$ cat src/verilog/status_word_pkg.sv
// Package: register map, field positions, reset values and timing for status word two
`default_nettype none
package status_word_pkg;
    // Register byte offsets
    localparam logic [4:0] OFF_STATUS     = 5'h00;
    localparam logic [4:0] OFF_CONTROL    = 5'h04;
    localparam logic [4:0] OFF_ALLOW_LVL  = 5'h08;
    localparam logic [4:0] OFF_READY_LVL  = 5'h0C;
    localparam logic [4:0] OFF_IRQ_STATUS = 5'h10;
    localparam logic [4:0] OFF_IRQ_MASK   = 5'h14;
    localparam logic [4:0] OFF_VOLTAGE    = 5'h18;
    // Control register fields
    localparam int CTL_SWITCH_ON_BIT = 0;
    localparam int CTL_CLOSE_EN_BIT  = 1;
    localparam int CTL_PANEL_STOP    = 2;
    localparam int CTL_BREAKER_CFG   = 3;
    localparam int CTL_W             = 4;
    localparam logic [3:0] CONTROL_RESET = 4'h0;
    // Interrupt status fields
    localparam int IRQ_INFO_TOG    = 0;
    localparam int IRQ_WARN_TOG    = 1;
    localparam int IRQ_FAULT_TOG   = 2;
    localparam int IRQ_SWITCH_OFF  = 3;
    localparam int IRQ_W           = 4;
    localparam logic [3:0] IRQ_RESET = 4'h0;
    // Level registers
    localparam int VOLT_W = 16;
    localparam logic [15:0] ALLOW_LVL_RESET = 16'h0000;
    localparam logic [15:0] READY_LVL_RESET = 16'hFFFF;
    // Status word field positions
    localparam int ST_INFO_TOG   = 0;
    localparam int ST_WARN_TOG   = 1;
    localparam int ST_FAULT_TOG  = 2;
    localparam int ST_PC_ALLOWED = 3;
    localparam int ST_CLOSE_RDY  = 4;
    localparam int ST_PC_DETECT  = 5;
    localparam int ST_PC_RELAY   = 6;
    localparam int ST_CLOSE_CMD  = 7;
    localparam int ST_FEEDBACK   = 8;
    localparam int ST_SWITCH_OFF = 9;
    localparam int ST_PC_READY   = 10;
    localparam int ST_CLOSE_EN   = 11;
    localparam int ST_SWITCH_RDY = 12;
    localparam int ST_FILTER_EN  = 13;
    localparam logic [15:0] STATUS_RESET = 16'h0007;
    // Toggle hold time
    localparam longint CLOCK_HZ    = 50000000;
    localparam longint HOLD_TIME_MS = 1000;
    localparam int HOLD_CYCLES = int'((CLOCK_HZ * HOLD_TIME_MS) / 1000);
endpackage : status_word_pkg
`default_nettype wire

$ cat src/verilog/event_toggle_if.sv
// Interface: one event level between the status word and its toggle timer
`default_nettype none
interface event_toggle_if;
    logic new_event;
    logic already_active;
    logic level;
    logic restarted;
    modport source (output new_event, output already_active, input level, input restarted);
    modport timer  (input new_event, input already_active, output level, output restarted);
endinterface : event_toggle_if
`default_nettype wire

$ cat src/verilog/input_sync.sv
// Two-flop synchroniser for pin-level inputs
`default_nettype none
module input_sync #(
    parameter int WIDTH = 1
) (
    input  wire logic             clock,
    input  wire logic             reset,
    input  wire logic [WIDTH-1:0] async_in,
    output logic      [WIDTH-1:0] sync_out
);
    logic [WIDTH-1:0] stage_one;

    generate
        if (WIDTH < 1) begin : g_bad_width
            $error("WIDTH must be at least one");
        end
    endgenerate

    // First stage feeds only the second stage
    always_ff @(posedge clock) begin
        if (reset) begin
            stage_one <= '0;
            sync_out  <= '0;
        end else begin
            stage_one <= async_in;
            sync_out  <= stage_one;
        end
    end
endmodule : input_sync
`default_nettype wire

$ cat src/verilog/event_toggle.sv
// Timer that pulls an event indication low for the hold time on a repeated event
`default_nettype none
module event_toggle #(
    parameter int HOLD_CYCLES = status_word_pkg::HOLD_CYCLES
) (
    input  wire logic  clock,
    input  wire logic  reset,
    event_toggle_if.timer port
);
    localparam int CNT_W = $clog2(HOLD_CYCLES + 1);
    localparam logic [CNT_W-1:0] LAST = CNT_W'(HOLD_CYCLES - 1);

    logic [CNT_W-1:0] count;
    logic             busy;
    wire              trigger = port.new_event & port.already_active;

    generate
        if (HOLD_CYCLES < 1) begin : g_bad_hold
            $error("HOLD_CYCLES must be at least one");
        end
    endgenerate

    // A repeat event restarts the full hold even while already low
    always_ff @(posedge clock) begin
        if (reset) begin
            busy  <= 1'b0;
            count <= '0;
        end else if (trigger) begin
            busy  <= 1'b1;
            count <= '0;
        end else if (busy) begin
            busy  <= (count != LAST);
            count <= count + CNT_W'(1);
        end
    end

    assign port.level     = ~busy;
    assign port.restarted = trigger;
endmodule : event_toggle
`default_nettype wire

$ cat src/verilog/converter_status_word_two.sv
// Top: application status word two with Avalon-MM registers and interrupt
//
// Our own choices: register access over Avalon-MM and the placing of the registers.
`default_nettype none

// Overview of operation
// Bit 0 low one second on repeat info
// Bit 1 low one second on repeat warning
// Bit 2 low one second on repeat fault
// Bit 3 set when voltage below allowed level
// Bit 4 set when ready and interlocks met
// Bit 5 set while voltage rising toward ready
// Bit 6 mirrors pre-charge relay output
// Bit 7 mirrors breaker closing relay output
// Bit 8 shows breaker closed when configured
// Bit 9 set on any switch-off request
// Bit 10 set while voltage above ready level
// Bit 11 set when both close enables asserted
// Bit 12 set when all start interlocks met
// Bit 13 set while line filter energized
// Bits 14, 15 zero; status word read-only
module converter_status_word_two #(
    parameter int HOLD_CYCLES = status_word_pkg::HOLD_CYCLES
) (
    input  wire logic        clock,
    input  wire logic        reset,
    // Avalon-MM slave
    input  wire logic [4:0]  avs_address,
    input  wire logic        avs_read,
    input  wire logic        avs_write,
    input  wire logic [31:0] avs_writedata,
    input  wire logic [3:0]  avs_byteenable,
    output logic      [31:0] avs_readdata,
    output logic             avs_waitrequest,
    output logic             irq,
    // Pins from the terminal block
    input  wire logic        switch_on_enable_pin,
    input  wire logic        breaker_close_enable_pin,
    input  wire logic        main_breaker_feedback_pin,
    // Same-clock application signals
    input  wire logic        info_new,
    input  wire logic        info_active,
    input  wire logic        warning_new,
    input  wire logic        warning_active,
    input  wire logic        fault_new,
    input  wire logic        fault_active,
    input  wire logic        quick_stop_active,
    input  wire logic [15:0] dc_link_voltage,
    input  wire logic        precharge_relay_out,
    input  wire logic        main_breaker_close_relay_out,
    input  wire logic        filter_energized,
    output logic      [15:0] status_word
);
    localparam int VW = status_word_pkg::VOLT_W;

    // Merge byte lanes of a write into a 16-bit register
    function automatic logic [15:0] lane_merge(input logic [15:0] old_value,
                                               input logic [31:0] data,
                                               input logic [3:0]  lanes);
        logic [15:0] merged;
        merged       = old_value;
        if (lanes[0]) begin
            merged[7:0] = data[7:0];
        end
        if (lanes[1]) begin
            merged[15:8] = data[15:8];
        end
        return merged;
    endfunction : lane_merge

    // Register state
    logic [status_word_pkg::CTL_W-1:0] control;
    logic [VW-1:0]                     allow_level;
    logic [VW-1:0]                     ready_level;
    logic [status_word_pkg::IRQ_W-1:0] irq_status;
    logic [status_word_pkg::IRQ_W-1:0] irq_mask;
    logic [VW-1:0]                     last_voltage;
    logic                              last_switch_off;
    logic                              ack;
    logic [31:0]                       next_readdata;
    logic [15:0]                       next_status_word;
    logic [status_word_pkg::IRQ_W-1:0] next_irq_status;

    // Synchronised pins
    logic [2:0] pins_sync;
    wire        hw_switch_on_enable  = pins_sync[0];
    wire        hw_close_enable      = pins_sync[1];
    wire        breaker_closed       = pins_sync[2];

    input_sync #(
        .WIDTH    (3)
    ) u_pin_sync (
        .clock    (clock),
        .reset    (reset),
        .async_in ({main_breaker_feedback_pin, breaker_close_enable_pin,
                    switch_on_enable_pin}),
        .sync_out (pins_sync)
    );

    // Event toggle timers, one per event level
    event_toggle_if evt [3] ();
    logic [2:0] toggle_level;
    logic [2:0] toggle_restart;

    assign evt[0].new_event      = info_new;
    assign evt[0].already_active = info_active;
    assign evt[1].new_event      = warning_new;
    assign evt[1].already_active = warning_active;
    assign evt[2].new_event      = fault_new;
    assign evt[2].already_active = fault_active;

    generate
        for (genvar i = 0; i < 3; i++) begin : g_toggle
            event_toggle #(
                .HOLD_CYCLES (HOLD_CYCLES)
            ) u_toggle (
                .clock (clock),
                .reset (reset),
                .port  (evt[i])
            );
            assign toggle_level[i]   = evt[i].level;
            assign toggle_restart[i] = evt[i].restarted;
        end
    endgenerate

    // Bus decode
    wire request    = avs_read | avs_write;
    wire hit_status = (avs_address == status_word_pkg::OFF_STATUS);
    wire hit_ctl    = (avs_address == status_word_pkg::OFF_CONTROL);
    wire hit_allow  = (avs_address == status_word_pkg::OFF_ALLOW_LVL);
    wire hit_ready  = (avs_address == status_word_pkg::OFF_READY_LVL);
    wire hit_irq    = (avs_address == status_word_pkg::OFF_IRQ_STATUS);
    wire hit_mask   = (avs_address == status_word_pkg::OFF_IRQ_MASK);
    wire hit_volt   = (avs_address == status_word_pkg::OFF_VOLTAGE);
    wire write_now  = avs_write & ack;

    // Software controls
    wire fb_switch_on  = control[status_word_pkg::CTL_SWITCH_ON_BIT];
    wire fb_close_en   = control[status_word_pkg::CTL_CLOSE_EN_BIT];
    wire panel_stop    = control[status_word_pkg::CTL_PANEL_STOP];
    wire breaker_cfg   = control[status_word_pkg::CTL_BREAKER_CFG];

    // Voltage comparisons
    wire below_allowed = dc_link_voltage < allow_level;
    wire above_ready   = dc_link_voltage > ready_level;
    wire rising        = (dc_link_voltage > last_voltage) && !above_ready;

    // Interlocks
    wire switch_off_req = !hw_switch_on_enable || !fb_switch_on || panel_stop;
    wire close_enabled  = hw_close_enable && fb_close_en;
    wire switch_on_ok   = hw_switch_on_enable && fb_switch_on;
    wire start_ok       = switch_on_ok && close_enabled
                          && !quick_stop_active && !fault_active;
    wire close_ready    = above_ready && close_enabled
                          && !quick_stop_active && !fault_active;

    // Assemble the status word
    always_comb begin
        next_status_word                               = '0;
        next_status_word[status_word_pkg::ST_INFO_TOG]   = toggle_level[0];
        next_status_word[status_word_pkg::ST_WARN_TOG]   = toggle_level[1];
        next_status_word[status_word_pkg::ST_FAULT_TOG]  = toggle_level[2];
        next_status_word[status_word_pkg::ST_PC_ALLOWED] = below_allowed;
        next_status_word[status_word_pkg::ST_CLOSE_RDY]  = close_ready;
        next_status_word[status_word_pkg::ST_PC_DETECT]  = rising;
        next_status_word[status_word_pkg::ST_PC_RELAY]   = precharge_relay_out;
        next_status_word[status_word_pkg::ST_CLOSE_CMD]  = main_breaker_close_relay_out;
        next_status_word[status_word_pkg::ST_FEEDBACK]   = breaker_cfg && breaker_closed;
        next_status_word[status_word_pkg::ST_SWITCH_OFF] = switch_off_req;
        next_status_word[status_word_pkg::ST_PC_READY]   = above_ready;
        next_status_word[status_word_pkg::ST_CLOSE_EN]   = close_enabled;
        next_status_word[status_word_pkg::ST_SWITCH_RDY] = start_ok;
        next_status_word[status_word_pkg::ST_FILTER_EN]  = filter_energized;
    end

    // Interrupt events; a new event wins over a same-cycle clear
    wire [status_word_pkg::IRQ_W-1:0] irq_events = {switch_off_req & ~last_switch_off,
                                                    toggle_restart};
    wire [status_word_pkg::IRQ_W-1:0] irq_clear  =
        (write_now && hit_irq && avs_byteenable[0]) ?
        avs_writedata[status_word_pkg::IRQ_W-1:0] : '0;

    assign next_irq_status = (irq_status & ~irq_clear) | irq_events;

    // Read mux
    always_comb begin
        next_readdata = 32'h0000_0000;
        if (hit_status) begin
            next_readdata[15:0] = status_word;
        end else if (hit_ctl) begin
            next_readdata[status_word_pkg::CTL_W-1:0] = control;
        end else if (hit_allow) begin
            next_readdata[VW-1:0] = allow_level;
        end else if (hit_ready) begin
            next_readdata[VW-1:0] = ready_level;
        end else if (hit_irq) begin
            next_readdata[status_word_pkg::IRQ_W-1:0] = irq_status;
        end else if (hit_mask) begin
            next_readdata[status_word_pkg::IRQ_W-1:0] = irq_mask;
        end else if (hit_volt) begin
            next_readdata[VW-1:0] = dc_link_voltage;
        end
    end

    // One wait cycle, then the answer for one cycle
    assign avs_waitrequest = request & ~ack;

    always_ff @(posedge clock) begin
        if (reset) begin
            ack          <= 1'b0;
            avs_readdata <= 32'h0000_0000;
        end else begin
            ack          <= request & ~ack;
            avs_readdata <= (avs_read & ~ack) ? next_readdata : avs_readdata;
        end
    end

    // Writable registers; the status word ignores writes
    always_ff @(posedge clock) begin
        if (reset) begin
            control     <= status_word_pkg::CONTROL_RESET;
            allow_level <= status_word_pkg::ALLOW_LVL_RESET;
            ready_level <= status_word_pkg::READY_LVL_RESET;
            irq_mask    <= status_word_pkg::IRQ_RESET;
        end else if (write_now) begin
            if (hit_ctl && avs_byteenable[0]) begin
                control <= avs_writedata[status_word_pkg::CTL_W-1:0];
            end
            if (hit_allow) begin
                allow_level <= lane_merge(allow_level, avs_writedata, avs_byteenable);
            end
            if (hit_ready) begin
                ready_level <= lane_merge(ready_level, avs_writedata, avs_byteenable);
            end
            if (hit_mask && avs_byteenable[0]) begin
                irq_mask <= avs_writedata[status_word_pkg::IRQ_W-1:0];
            end
        end
    end

    // Status, history and interrupt state
    always_ff @(posedge clock) begin
        if (reset) begin
            status_word     <= status_word_pkg::STATUS_RESET;
            irq_status      <= status_word_pkg::IRQ_RESET;
            last_voltage    <= '0;
            last_switch_off <= 1'b1;    // Idle level, so no false rise after reset
            irq             <= 1'b0;
        end else begin
            status_word     <= next_status_word;
            irq_status      <= next_irq_status;
            last_voltage    <= dc_link_voltage;
            last_switch_off <= switch_off_req;
            irq             <= |(next_irq_status & irq_mask);
        end
    end
endmodule : converter_status_word_two
`default_nettype wire

$ cat config.mk
export PLATFORM = sky130hd
export DESIGN_NAME = converter_status_word_two
export DESIGN_NICKNAME = d
export VERILOG_FILES = /design/src/verilog/status_word_pkg.sv /design/src/verilog/event_toggle_if.sv /design/src/verilog/input_sync.sv /design/src/verilog/event_toggle.sv /design/src/verilog/converter_status_word_two.sv
export SDC_FILE = /design/constraint.sdc
export NUM_CORES = 1
export LEC_CHECK = 0
export BUFFER_PORTS_ARGS = -buffer_cell sky130_fd_sc_hd__buf_2
export CAP_MARGIN = 20
export CORE_MARGIN = 2
export CORE_UTILIZATION = 55
export CTS_CLUSTER_SIZE = 10
export DETAILED_ROUTE_END_ITERATION = 8
export GPL_TIMING_DRIVEN = 0
export HOLD_SLACK_MARGIN = 0.15
export PLACE_DENSITY = 0.79
export SLEW_MARGIN = 10
export SYNTH_ARGS = -nofsm -noshare
export SYNTH_HDL_FRONTEND = slang
export SYNTH_HIERARCHICAL = 1
export SYNTH_SLANG_ARGS = --single-unit
$ cat constraint.sdc
create_clock -name clock -period 3.1 [get_ports clock]
set_input_delay 0.62 -clock clock [delete_from_list [all_inputs] [get_ports clock]]
set_output_delay 0.62 -clock clock [all_outputs]
set_load 0.005 [all_outputs]
==> Yosys cells after proc, flatten, opt, wreduce, memory -nomap -nowiden <==
Index checks and enable logic that the tools add are counted.
{ "word_totals": {"reg_bits": 182, "word_cells": 103} }
{ "classes": {"n_addsub": 3, "order_cmp": 3, "eq_ne": 9, "n_mux": 17, "bitwise": 17, "n_reduce_logical": 32} }
{ "ops": {"columns": ["operator", "count"], "rows": [
  ["26-bit by 1-bit adder with 26-bit output, second input constant", 3],
  ["26-bit inequality test, second input constant", 3],
  ["16-bit two-way mux", 4],
  ["12-bit two-way mux", 3],
  ["16-bit greater-than comparator", 2],
  ["16-bit less-than comparator", 1],
  ["4-bit two-way mux", 4],
  ["5-bit == test, second input constant", 3],
  ["1-bit logical AND", 14],
  ["3-bit AND reduction", 4],
  ["5-bit by 4-bit == test with 1-bit output, second input constant", 2],
  ["4-bit AND", 2],
  ["1-bit AND", 7],
  ["1-bit two-way mux", 6],
  ["2-bit OR reduction", 3],
  ["5-bit by 3-bit == test with 1-bit output, second input constant", 1],
  ["1-bit logical NOT", 5],
  ["5-bit logical NOT", 1],
  ["1-bit inverter", 5],
  ["4-bit inverter", 1],
  ["4-bit bitwise OR", 1],
  ["2-bit AND reduction", 2],
  ["4-bit OR reduction", 1],
  ["1-bit logical OR", 2],
  ["1-bit bitwise OR", 1]
]} }

==> Depth between registers and ports, before layout <==
Gate-level depths: netlist of run 1.
{ "logic_depth": {"word_depth": 9, "ltp_mapped": 9, "mapped_depth_nobuf": 8} }

==> Cells and area by module <==
Netlist of run 1, hierarchy kept.
{ "modules_own_cells": {"columns": ["module", "instances", "cells_per_inst", "area_each_um2", "seq_area_each_um2"], "rows": [
  ["converter_status_word_two", 1, 578, 4994.8, 1861.8],
  ["event_toggle", 3, 155, 1312.5, 540.5],
  ["input_sync", 1, 12, 157.7, 120.1]
]} }

==> Worst setup path before layout of run 1 <==
Ideal clock, no wire load.
{ "synth_timing": {"kind": "input to register", "startpoint": "input port dc_link_voltage[3]", "endpoint": "register status_word[5]", "setup_time_ps": 115, "arrival_ps": 1943, "required_ps": 2985, "slack_ps": 1041, "path_stages": 7, "n_path_buf": 0, "cell_sequence": "ha_1 -> a21o_1 -> a21oi_1 -> a21oi_1 -> a211o_1 -> a211o_1 -> and3_1"} }
{ "synth_via": {"elab_chain_len": 3, "word_cells_on_any_way": 4, "cone_classes": "order compare: 2; reduce/logical: 2"} }
{ "synth_rtl": {"columns": ["element", "line_no", "rtl"], "rows": [
  ["start: declaration", "converter_status_word_two.sv:48", "input wire logic [15:0] dc_link_voltage,"],
  ["16-bit greater-than comparator", "converter_status_word_two.sv:145", "wire above_ready = dc_link_voltage > ready_level;"],
  ["1-bit logical NOT", "converter_status_word_two.sv:146", "wire rising = (dc_link_voltage > last_voltage) && !above_ready;"],
  ["1-bit logical AND (*)", "converter_status_word_two.sv:146", null],
  ["end signal: assignment", "converter_status_word_two.sv:244", "status_word <= status_word_pkg::STATUS_RESET;"],
  ["end signal: assignment", "converter_status_word_two.sv:250", "status_word <= next_status_word;"],
  ["end: declaration", "converter_status_word_two.sv:52", "output logic [15:0] status_word"]
]} }
Every way passes the cells marked *; elsewhere a longest branch is shown, timed or not.
A chain may end at the register's enable or synchronous reset.

==> Worst setup path after layout of run 1 <==
{ "layout_timing": {"startpoint": "input port avs_address[1]", "endpoint": "register allow_level[15]"} }
{ "layout_via": {"elab_chain_len": 2} }
{ "layout_rtl": {"columns": ["element", "line_no", "rtl"], "rows": [
  ["start: declaration", "converter_status_word_two.sv:28", "input wire logic [4:0] avs_address,"],
  ["5-bit by 4-bit == test with 1-bit output", "converter_status_word_two.sv:130", "wire hit_allow = (avs_address == status_word_pkg::OFF_ALLOW_LVL);"],
  ["3-bit AND reduction (no line)", null, null],
  ["end signal: assignment", "converter_status_word_two.sv:222", "allow_level <= status_word_pkg::ALLOW_LVL_RESET;"],
  ["end signal: assignment", "converter_status_word_two.sv:230", "allow_level <= lane_merge(allow_level, avs_writedata, avs_byteenable);"],
  ["end: declaration", "converter_status_word_two.sv:73", "logic [VW-1:0] allow_level;"]
]} }
No other way between the ends.

==> results of run 1 <==
[synthesized netlist by cell type, types with 2 or more instances]
cell type	number
a2111oi_0	3
a211o_1	2
a211oi_1	8
a21boi_0	2
a21boi_1	2
a21o_1	8
a21oi_1	70
a221oi_1	10
a22oi_1	6
and2_1	3
and3_1	8
and4_1	15
buf_1	3
buf_2	14
buf_4	18
buf_6	2
clkbuf_1	39
clkinv_1	3
dfxtp_1	180
ha_1	50
inv_1	61
mux2i_1	40
nand2_1	78
nand2b_1	8
nand3_1	48
nand3b_1	2
nand4_1	30
nand4_2	4
nor2_1	86
nor2_2	2
nor2b_1	30
nor3_1	17
nor4_1	12
nor4b_1	3
o211ai_1	18
o21a_1	3
o21ai_0	29
o31ai_1	40
or2_2	6
or3_1	3
or4_1	39
or4_4	3
xnor2_1	18
xor2_1	12
[power by group]
| part | total, mW | switching (mW) | internal (mW) |
|---|---|---|---|
| registers | 2.38 | 0.0232 | 2.36 |
| logic | 0.421 | 0.253 | 0.167 |
| clock network | 2.05 | 0.904 | 1.15 |
[layer usage]
metal,vias to the layer above,track usage
met5,-,0
met4,0,0.131
met3,68,0.0391
met2,289,0.448
met1,3873,0.332
li1,4029,-
[kinds of logic (layout without fill, tap and decap cells)]
group                      after synthesis  in the layout  share of synthesized area
DFF                                    180            180                      0.396
other                                    1             18                   0.000413
xor gates and xnor gates                30             30                     0.0289
buffers and inverters                  141            258                     0.0694
AOI/OAI and AO/OA                      210            210                      0.149
muxes                                   41             41                     0.0453
adders and majority gates               50             50                     0.0688
and+or+nand+nor                        402            402                      0.242
[through the flow]
| stage | area (um2) | hold WS, ns | utilization | cells |
|---|---|---|---|---|
| 2_1_floorplan | 9150 | 0.414 | - | 1072 |
| 5_1_grt | 10400 | 0.413 | 0.637 | 1409 |
| 6_report | 10400 | 0.400 | 0.637 | 1409 |
| 3_3_place_gp | 9860 | 0.417 | 0.603 | 1378 |
| 3_5_place_dp | 9860 | 0.430 | 0.603 | 1378 |
| 4_1_cts | 10400 | 0.396 | 0.637 | 1409 |
[layout make-up]
class                           count  area share
Clock inverter                     11      0.0101
Tap cell                          220      0.0264
Timing Repair Buffer               86      0.0413
Buffer                             77      0.0375
Inverter                           64      0.0231
Clock buffer                       20      0.0438
Multi-Input combinational cell    751       0.472
Sequential cell                   180       0.346
[critical path: stages]
cell and delay [ns]:
buf_2 0.10, nor2_1 0.25, nand2_1 0.13, nor3_1 0.46, nand4_2 0.46, mux2i_1 0.31, nor2_1 0.06
[worst max path at each step]
stage	from	end	slack (ns)	depth (start not counted)
floorplan	dc_link_voltage[3]	status_word[5]$_SDFF_PP0_	1.04	7
global placement	avs_address[1]	allow_level[14]$_SDFFE_PP0P_	0.70	7
detailed placement	avs_address[1]	allow_level[15]$_SDFFE_PP0P_	0.66	7
CTS	g_toggle[2].u_toggle/count[2]$_SDFFE_PP0P_	g_toggle[2].u_toggle/count[21]$_SDFFE_PP0P_	1.02	6
global route	g_toggle[1].u_toggle/count[2]$_SDFFE_PP0P_	g_toggle[1].u_toggle/count[15]$_SDFFE_PP0P_	0.80	6
finish	avs_address[1]	allow_level[15]$_SDFFE_PP0P_	1.0	7
[flip-flops by register name, summed over array words and instances (netlist names)]
signal	cells
status_word	14
irq_status	4
avs_readdata	16
u_pin_sync/sync_out	3
u_pin_sync/stage_one	3
ready_level	16
last_switch_off	1
last_voltage	16
irq	1
allow_level	16
g_toggle.u_toggle/count	78
control	4
irq_mask	4
ack	1
g_toggle.u_toggle/busy	3
==> metrics.txt, run 1 <==
CTS tree done; fraction of registers with async set or reset after synthesis 0; DR vias ~8,300; post-detail-place hpwl between 15,000 and 20,000 um; worst path required time 3.40 ns; DRT met1 WL a little over 10,000 um; Routed WL about 24,000 um; Die Wd about 130 um; register area share after synthesis 0.396; vias per cell around 5.9; Routed Antenna Nets 0; worst min-delay path class in2reg; IO buf count 86; Post-synth EDFFs 0; Slew Viols, Final 0; HP Start filter_energized; Antenna Cells 0; DRC Markers 0; maxcap violations 0; most common cell after layout, fill and taps aside dfxtp_1; largest net degree at the start of global routing 18; most frequent cells in the layout dfxtp_1 (180), buf_2 (100), nor2_1 (86), nand2_1 (78), a21oi_1 (70); fmax roughly 480 MHz; Final setup viols 0; Synth Instances 1,055; Yosys cell types 61; Tcrit/Tclk final 0.678; Placer Congestion around 0.90; GRT Overall Usage 0.266; number of buffers added for setup after CTS 0; area grow syn2layout 14.6%; DR WL met3 roughly 1200 um; Post-Syn Area per Cell ~8.6 um2; I/O Pins 124; clk_lat worst skew ~0.43 ns; RSZ-0062 raised after global routing no; Tmin final ~2.1 ns; yosys synthesis warning count 6; Post-Place Worst Slack 0.656 ns; Num CTS Buffers 17; GRT overflow 0; Critical Path Source Type input pin; die area between 15,000 and 20,000 um2; post-DR wirelength/cell 16.7 um; LEAKAGE roughly 4.2 nW; Final #Nets around 1,300; clock-pin transition on the worst setup and hold timing paths around 0.070 ns; PwrDens between 400 and 500 nW/um2; top_reg_cell synth dfxtp_1; ratio of cells with drive above 1 in the final layout 0.145; Yosys top cell by area dfxtp_1; Pre-antenna DRT Iters 5; Critical Path Sink Type flop; WL met2 between 10,000 and 15,000 um; H-tree depth 4; reg-to-reg critical path endpoint g_toggle[2].u_toggle/count[21]$_SDFFE_PP0P_; Slew HR 0.541; top-area cell type share of the netlist area 0.396; # rows 47; Area contributors post-synth dfxtp_1 (40%), ha_1 (6.9%), mux2i_1 (4.4%), a21oi_1 (3.9%), nor2_1 (3.6%); Worst-Margin Slew roughly 0.67 ns; Final Hold Violating Endpoints 0; worst r2r src g_toggle[2].u_toggle/count[2]$_SDFFE_PP0P_; Worst R2R Setup Slack 1.02 ns; Die Ht between 100 and 150 um; outcome complete, no violations; Worst VDD drop 0.000456 V; total power draw 4.85 mW; Clock Path Buffers 2; Worst Reg-to-Reg Cells 6; CP arrival around 2.4 ns; setup TNS 0 ns; #FFs+latches synth 180; maximum net fanout on the critical path 8; initial DRC count 669; Starting Density 0.556; vias in the first global route ~7,700; clock root buffer clkbuf_16; crit path kind in2reg; Core Region between 15,000 and 20,000 um2; number of gates resized after CTS 0; footprint of the multi-input gates slightly below 5000 um2; WHS Path Cells 2; highest routed layer met4; register cell area after layout between 3000 and 4000 um2; clk sinks 180; fillers 1,436; initial antenna violation count 0; clk_skew slightly above 0.009 ns; hold endpoint status_word[13]$_SDFF_PP0_; global-route wire length before repair about 38,000 um; hold-fix buffers at CTS 0; setup ws final 0.997 ns; Netlist Area Pre-Place 9090 um2
Note: power is estimated with default switching activity, not from simulation.
==> inputs of run 2 (changes only) <==
clock period = 2 ns   (was 3.1 ns; I/O delays follow)
==> metrics.txt, run 2 (synthesized netlist as in run 1, its figures left out) <==
CP max stage delay 0.59 ns (+0.13 ns); Final #Nets 1,296 (-0.38%); Core Region 16,300 um2 (unchanged); fillers 1,427 (-0.63%); clock root buffer clkbuf_16; CP startpoint g_toggle[1].u_toggle/count[3]$_SDFFE_PP0P_; footprint of the multi-input gates 4960 um2 (+0.86%); initial antenna violation count 0 (unchanged); die area 17,600 um2 (unchanged); Slew HR 0.527 (-0.0135); Placer Congestion 0.905 (unchanged); fmax approximately 510 MHz; CP arrival 2.34 ns (-0.06 ns); Final Hold Violating Endpoints 0 (unchanged); clk sinks 180 (unchanged); maxcap violations 0 (unchanged); Post-DP Area 9860 um2 (unchanged); Final setup viols 0 (unchanged); outcome complete, no violations; Num CTS Buffers 17 (unchanged); Die Ht 133 um (unchanged); Tmin final 1.97 ns; HP Start filter_energized; largest net degree at the start of global routing 18 (unchanged); H-tree depth 4 (unchanged); worst min-delay path class in2reg; Final Util 0.640 (+0.00230); Clock Path Buffers 2 (unchanged); global-route wire length before repair 37,800 um (about the same); Worst R2R Setup Slack 0.03 ns (-0.99 ns); WHS Path Cells 2 (unchanged); clk_lat worst skew 0.43 ns (about the same); Worst Reg-to-Reg Cells 4 (-2); maximum net fanout on the critical path 7 (-1); worst path required time 2.36 ns (-1.04 ns); Pre-antenna DRT Iters 5 (unchanged); Die Wd 133 um (unchanged); PwrDens 719 nW/um2 (+55%); GRT overflow 0 (unchanged); I/O Pins 124 (unchanged); worst r2r src g_toggle[1].u_toggle/count[3]$_SDFFE_PP0P_; Top reg by flops g_toggle.u_toggle/count; area grow syn2layout 15.1%; Starting Density 0.556 (unchanged); Worst path slowest cell or4_4; DR vias 8,266 (+0.085%); most frequent cells in the layout dfxtp_1 (175), buf_2 (100), nor2_1 (86), nand2_1 (78), a21oi_1 (70); hold endpoint status_word[13]$_SDFF_PP0_; crit path kind reg2reg; Antenna Cells 0 (unchanged); clock-pin transition on the worst setup and hold timing paths 0.07 ns (about the same); Worst VDD drop 0.000706 V (+55%); GRT Overall Usage 0.266 (about the same); reg-to-reg critical path endpoint g_toggle[1].u_toggle/count[25]$_SDFFE_PP0P_; initial DRC count 677 (+1.2%); Routed Antenna Nets 0 (unchanged); post-DR wirelength/cell 16.9 um (+0.86%); clk_skew 0.00878 ns (-0.000463 ns); Bufs and invs on worst path 0 (-1); CP top delay family simple AND/OR/NAND/NOR gates; IO buf count 86 (unchanged); most common cell after layout, fill and taps aside dfxtp_1; number of buffers added for setup after CTS 0 (unchanged); Tcrit/Tclk final 0.987; Routed WL 23,700 um (+0.51%); Critical Path Sink Type flop; # rows 47 (unchanged); RSZ-0062 raised after global routing yes; Final Cell Area 10,500 um2 (+0.36%); CTS tree done; Critical Path Source Type flop; Slew Viols, Final 0 (unchanged); post-detail-place hpwl 17,300 um (unchanged); DRC Markers 0 (unchanged); vias in the first global route 7,715 (-0.052%); ratio of cells with drive above 1 in the final layout 0.162 (+0.0175); Worst-Margin Slew 0.692 ns (+0.0198 ns); vias per cell 5.89 (+0.44%); LEAKAGE 4.19 nW (+0.49%); register cell area after layout 3610 um2 (+0.17%); max FFs per register 78 (unchanged); cell chain of the critical path nand4_2, or4_4, or4_1, a21oi_1
## run 2: changes by cell type in the layout (fill, tap and decap cells not counted), sizes merged
cell / previous run / this run
clkbuf: 60 / 55
## run 2: cell type report
class                      count  area share
sequential                   180       0.345
clock buffer                  20      0.0437
clock inverter                11      0.0100
tap                          220      0.0263
buffer                        72      0.0362
inverter                      64      0.0230
multi-input combinational    751       0.474
timing repair buffer          86      0.0412
## run 2: worst max path at each step
stage | to | slack, ns | depth (start not counted)
6_report | g_toggle[1].u_toggle/count[25]$_SDFFE_PP0P_ | 0.03 | 4
5_1_grt | g_toggle[0].u_toggle/count[25]$_SDFFE_PP0P_ | -0.03 | 4
4_1_cts | g_toggle[2].u_toggle/count[25]$_SDFFE_PP0P_ | 0.01 | 4
3_5_place_dp | allow_level[15]$_SDFFE_PP0P_ | -0.22 | 7
3_3_place_gp | allow_level[14]$_SDFFE_PP0P_ | -0.18 | 7
2_1_floorplan | status_word[5]$_SDFF_PP0_ | 0.16 | 7
## run 2: metal layers
metal	routed length (um)	share of wire	GRT usage	up-vias
li1	-	-	-	4015
met1	10100	0.43	0.333	3865
met2	11300	0.48	0.448	310
met3	1260	0.053	0.0391	76
met4	954	0.040	0.131	0
met5	0	0	0	-
## run 2: report_power, final
group          switching, mW  leakage [nW]  internal (mW)
Clock                   1.41         0.264           1.78
Sequential            0.0359          1.47           3.65
Combinational          0.392          2.46          0.259
Total                   1.84          4.19           5.69
## run 2: timing repair
action                     CTS  global route
hold buffers                 0             0
gates cloned                 0             0
resized for setup            4            19
setup endpoints to repair   24            36
## run 2: through the flow
step | TNS [ns] | hold slack (ns) | cells | worst slack (ns) | power, mW
CTS | 0 | 0.176 | 1409 | 0.0127 | 7.55
global placement | -2.37 | 0.417 | 1378 | -0.181 | 4.39
floorplan | 0 | 0.414 | 1072 | 0.161 | 4.15
detailed placement | -2.84 | 0.430 | 1378 | -0.224 | 4.41
finish | 0 | 0.182 | 1404 | 0.0256 | 7.52
global route | -0.0678 | 0.192 | 1404 | -0.0288 | 7.78
==> inputs of run 3 (changes only) <==
==> constraint.sdc (replaced) <==
create_clock -name clock -period 2 [get_ports clock]
set_input_delay 0.1 -clock clock [delete_from_list [all_inputs] [get_ports clock]]
set_output_delay 0.1 -clock clock [all_outputs]
set_load 0.005 [all_outputs]
==> metrics.txt, run 3 (synthesized netlist as in run 1, its figures left out) <==
clk_lat worst skew 0.43 ns (about the same); DRT met1 WL 10,300 um (+2.3%); I/O Pins 124 (unchanged); clock-pin transition on the worst setup and hold timing paths 0.06 ns (about the same); outcome complete, no violations; Tcrit/Tclk final 0.984 (-0.00305); CP startpoint g_toggle[1].u_toggle/count[3]$_SDFFE_PP0P_; maxcap violations 0 (unchanged); H-tree depth 4 (unchanged); Final #Nets 1,351 (+4.2%); Num CTS Buffers 17 (unchanged); Final setup viols 0 (unchanged); clk sinks 180 (unchanged); highest routed layer met4; total power draw 7.61 mW (+1.2%); worst path required time 2.36 ns (about the same); Critical Path Source Type flop; Top reg by flops g_toggle.u_toggle/count; internal power 5.76 mW (+1.2%); CP arrival 2.33 ns (about the same); initial antenna violation count 0 (unchanged); Critical Path End g_toggle[1].u_toggle/count[25]$_SDFFE_PP0P_; Worst-Margin Slew 0.635 ns (-0.0561 ns); combinational share of power 0.097 (+0.010); fmax 508 MHz (+0.31%); DR WL met3 1350 um (+6.9%); PwrDens 690 nW/um2 (-4.1%); post-detail-place hpwl 17,300 um (unchanged); Sw Ratio 0.244 (about the same); Slew HR 0.576 (+0.0493); Placer Congestion 0.905 (unchanged); Starting Density 0.556 (unchanged); Worst Reg-to-Reg Cells 4 (unchanged); RSZ-0062 raised after global routing yes; Antenna Cells 0 (unchanged); IO buf count 86 (unchanged); vias in the first global route 8,064 (+4.5%); clock root buffer clkbuf_16; worst r2r src g_toggle[1].u_toggle/count[3]$_SDFFE_PP0P_; global-route wire length before repair 39,700 um (+5.0%); Pre-antenna DRT Iters 5 (unchanged); Final Hold Violating Endpoints 0 (unchanged); most common cell after layout, fill and taps aside dfxtp_1; largest net degree at the start of global routing 18 (unchanged); most frequent cells in the layout dfxtp_1 (173), buf_2 (100), nor2_1 (86), nand2_1 (78), a21oi_1 (69); LEAKAGE 4.43 nW (+5.9%); worst min-delay path class in2reg; Sw Pwr 1.86 mW (+1.1%); hold slack 0.150 ns (-0.0328 ns); sequential share of power 0.484 (-0.006); WL met2 12,000 um (+6.2%); Die Ht 133 um (unchanged); post-DR wirelength/cell 16.9 um (+0.15%); area grow syn2layout 21.4%; reg-to-reg critical path endpoint g_toggle[1].u_toggle/count[25]$_SDFFE_PP0P_; ratio of cells with drive above 1 in the final layout 0.157 (-0.00478); Core Region 16,300 um2 (unchanged); Worst R2R Setup Slack 0.03 ns (about the same); DR vias 8,585 (+3.9%); Die Wd 133 um (unchanged); # rows 47 (unchanged); max FFs per register 78 (unchanged); Routed WL 24,600 um (+4.1%); initial DRC count 762 (+13%); maximum net fanout on the critical path 7 (unchanged); GRT overflow 0 (unchanged); Slew Viols, Final 0 (unchanged); clk_skew 0.0112 ns (+0.00239 ns); vias per cell 5.88 (about the same); die area 17,600 um2 (unchanged); DRC Markers 0 (unchanged); Worst VDD drop 0.000701 V (-0.71%); Critical Path Sink Type flop; Clk network pwr share 0.418 (-0.005); Routed Antenna Nets 0 (unchanged); GRT Overall Usage 0.278 (+0.0125); CTS tree done; Clock Path Buffers 2 (unchanged); Tmin final 1.97 ns (-0.00609 ns); crit path kind reg2reg
run 3: cell count changes in the layout (fill, tap and decap cells not counted), sizes merged:
| cell | delta |
|---|---|
| buf | -1 |
| dlygate4sd3 | +55 |
| dlymetal6s4s | +1 |
run 3: power groups by stage:
stage / Sequential, mW / Combinational (mW) / Clock, mW
global placement: 3.76 / 0.625 / 0
global route: 3.69 / 0.813 / 3.36
CTS: 3.69 / 0.724 / 3.22
floorplan: 3.76 / 0.385 / 0
finish: 3.69 / 0.742 / 3.18
detailed placement: 3.77 / 0.640 / 0
run 3: per-layer routing:
metal	vias to the layer above	global-route usage
met1	4051	0.341
li1	4127	-
met3	71	0.0433
met4	0	0.128
met5	-	0
met2	336	0.481
run 3: how the worst min path moves through the flow:
stage                                   start  cells after the start                                  to
after floorplan                         reset                      1  u_pin_sync/stage_one[0]$_SDFF_PP0_
after global placement    precharge_relay_out                      2           status_word[6]$_SDFF_PP0_
after detailed placement     filter_energized                      2          status_word[13]$_SDFF_PP0_
after CTS                        fault_active                      4            irq_status[2]$_SDFF_PP0_
after global routing                 info_new                      4            irq_status[0]$_SDFF_PP0_
final                                info_new                      4            irq_status[0]$_SDFF_PP0_
run 3: area by class of cell:
class / instances / area, um2
Fill cell: 1351 / 5310
Tap cell: 220 / 275
Timing Repair Buffer: 141 / 988
Multi-Input combinational cell: 751 / 4980
Sequential cell: 180 / 3610
Clock inverter: 11 / 105
Buffer: 72 / 380
Clock buffer: 20 / 457
Inverter: 64 / 240
run 3: critical path, stage by stage (launching register included):
cell and delay, ns:
dfxtp_1 0.41, nand4_2 0.22, or4_4 0.59, or4_1 0.52
a21oi_1 0.16
run 3: per-stage QoR:
step | utilization | setup WS, ns | std cells | TNS [ns] | area [um2]
final | 0.675 | 0.0317 | 1459 | 0 | 11000
after global routing | 0.675 | -0.0272 | 1459 | -0.0414 | 11000
after CTS | 0.672 | 0.0127 | 1465 | 0 | 11000
after floorplan | - | 0.209 | 1072 | 0 | 9150
after detailed placement | 0.603 | -0.0425 | 1378 | -0.149 | 9860
after global placement | 0.603 | 0.00781 | 1378 | 0 | 9860
run 3: timing repair:
item,4_1_cts,5_1_grt
resized for setup,4,27
hold buffers,56,0
cloned,0,0
pin swaps,0,1
endpoints found under the hold margin,78,0
endpoints found under the setup margin,24,44
buffers inserted,0,0
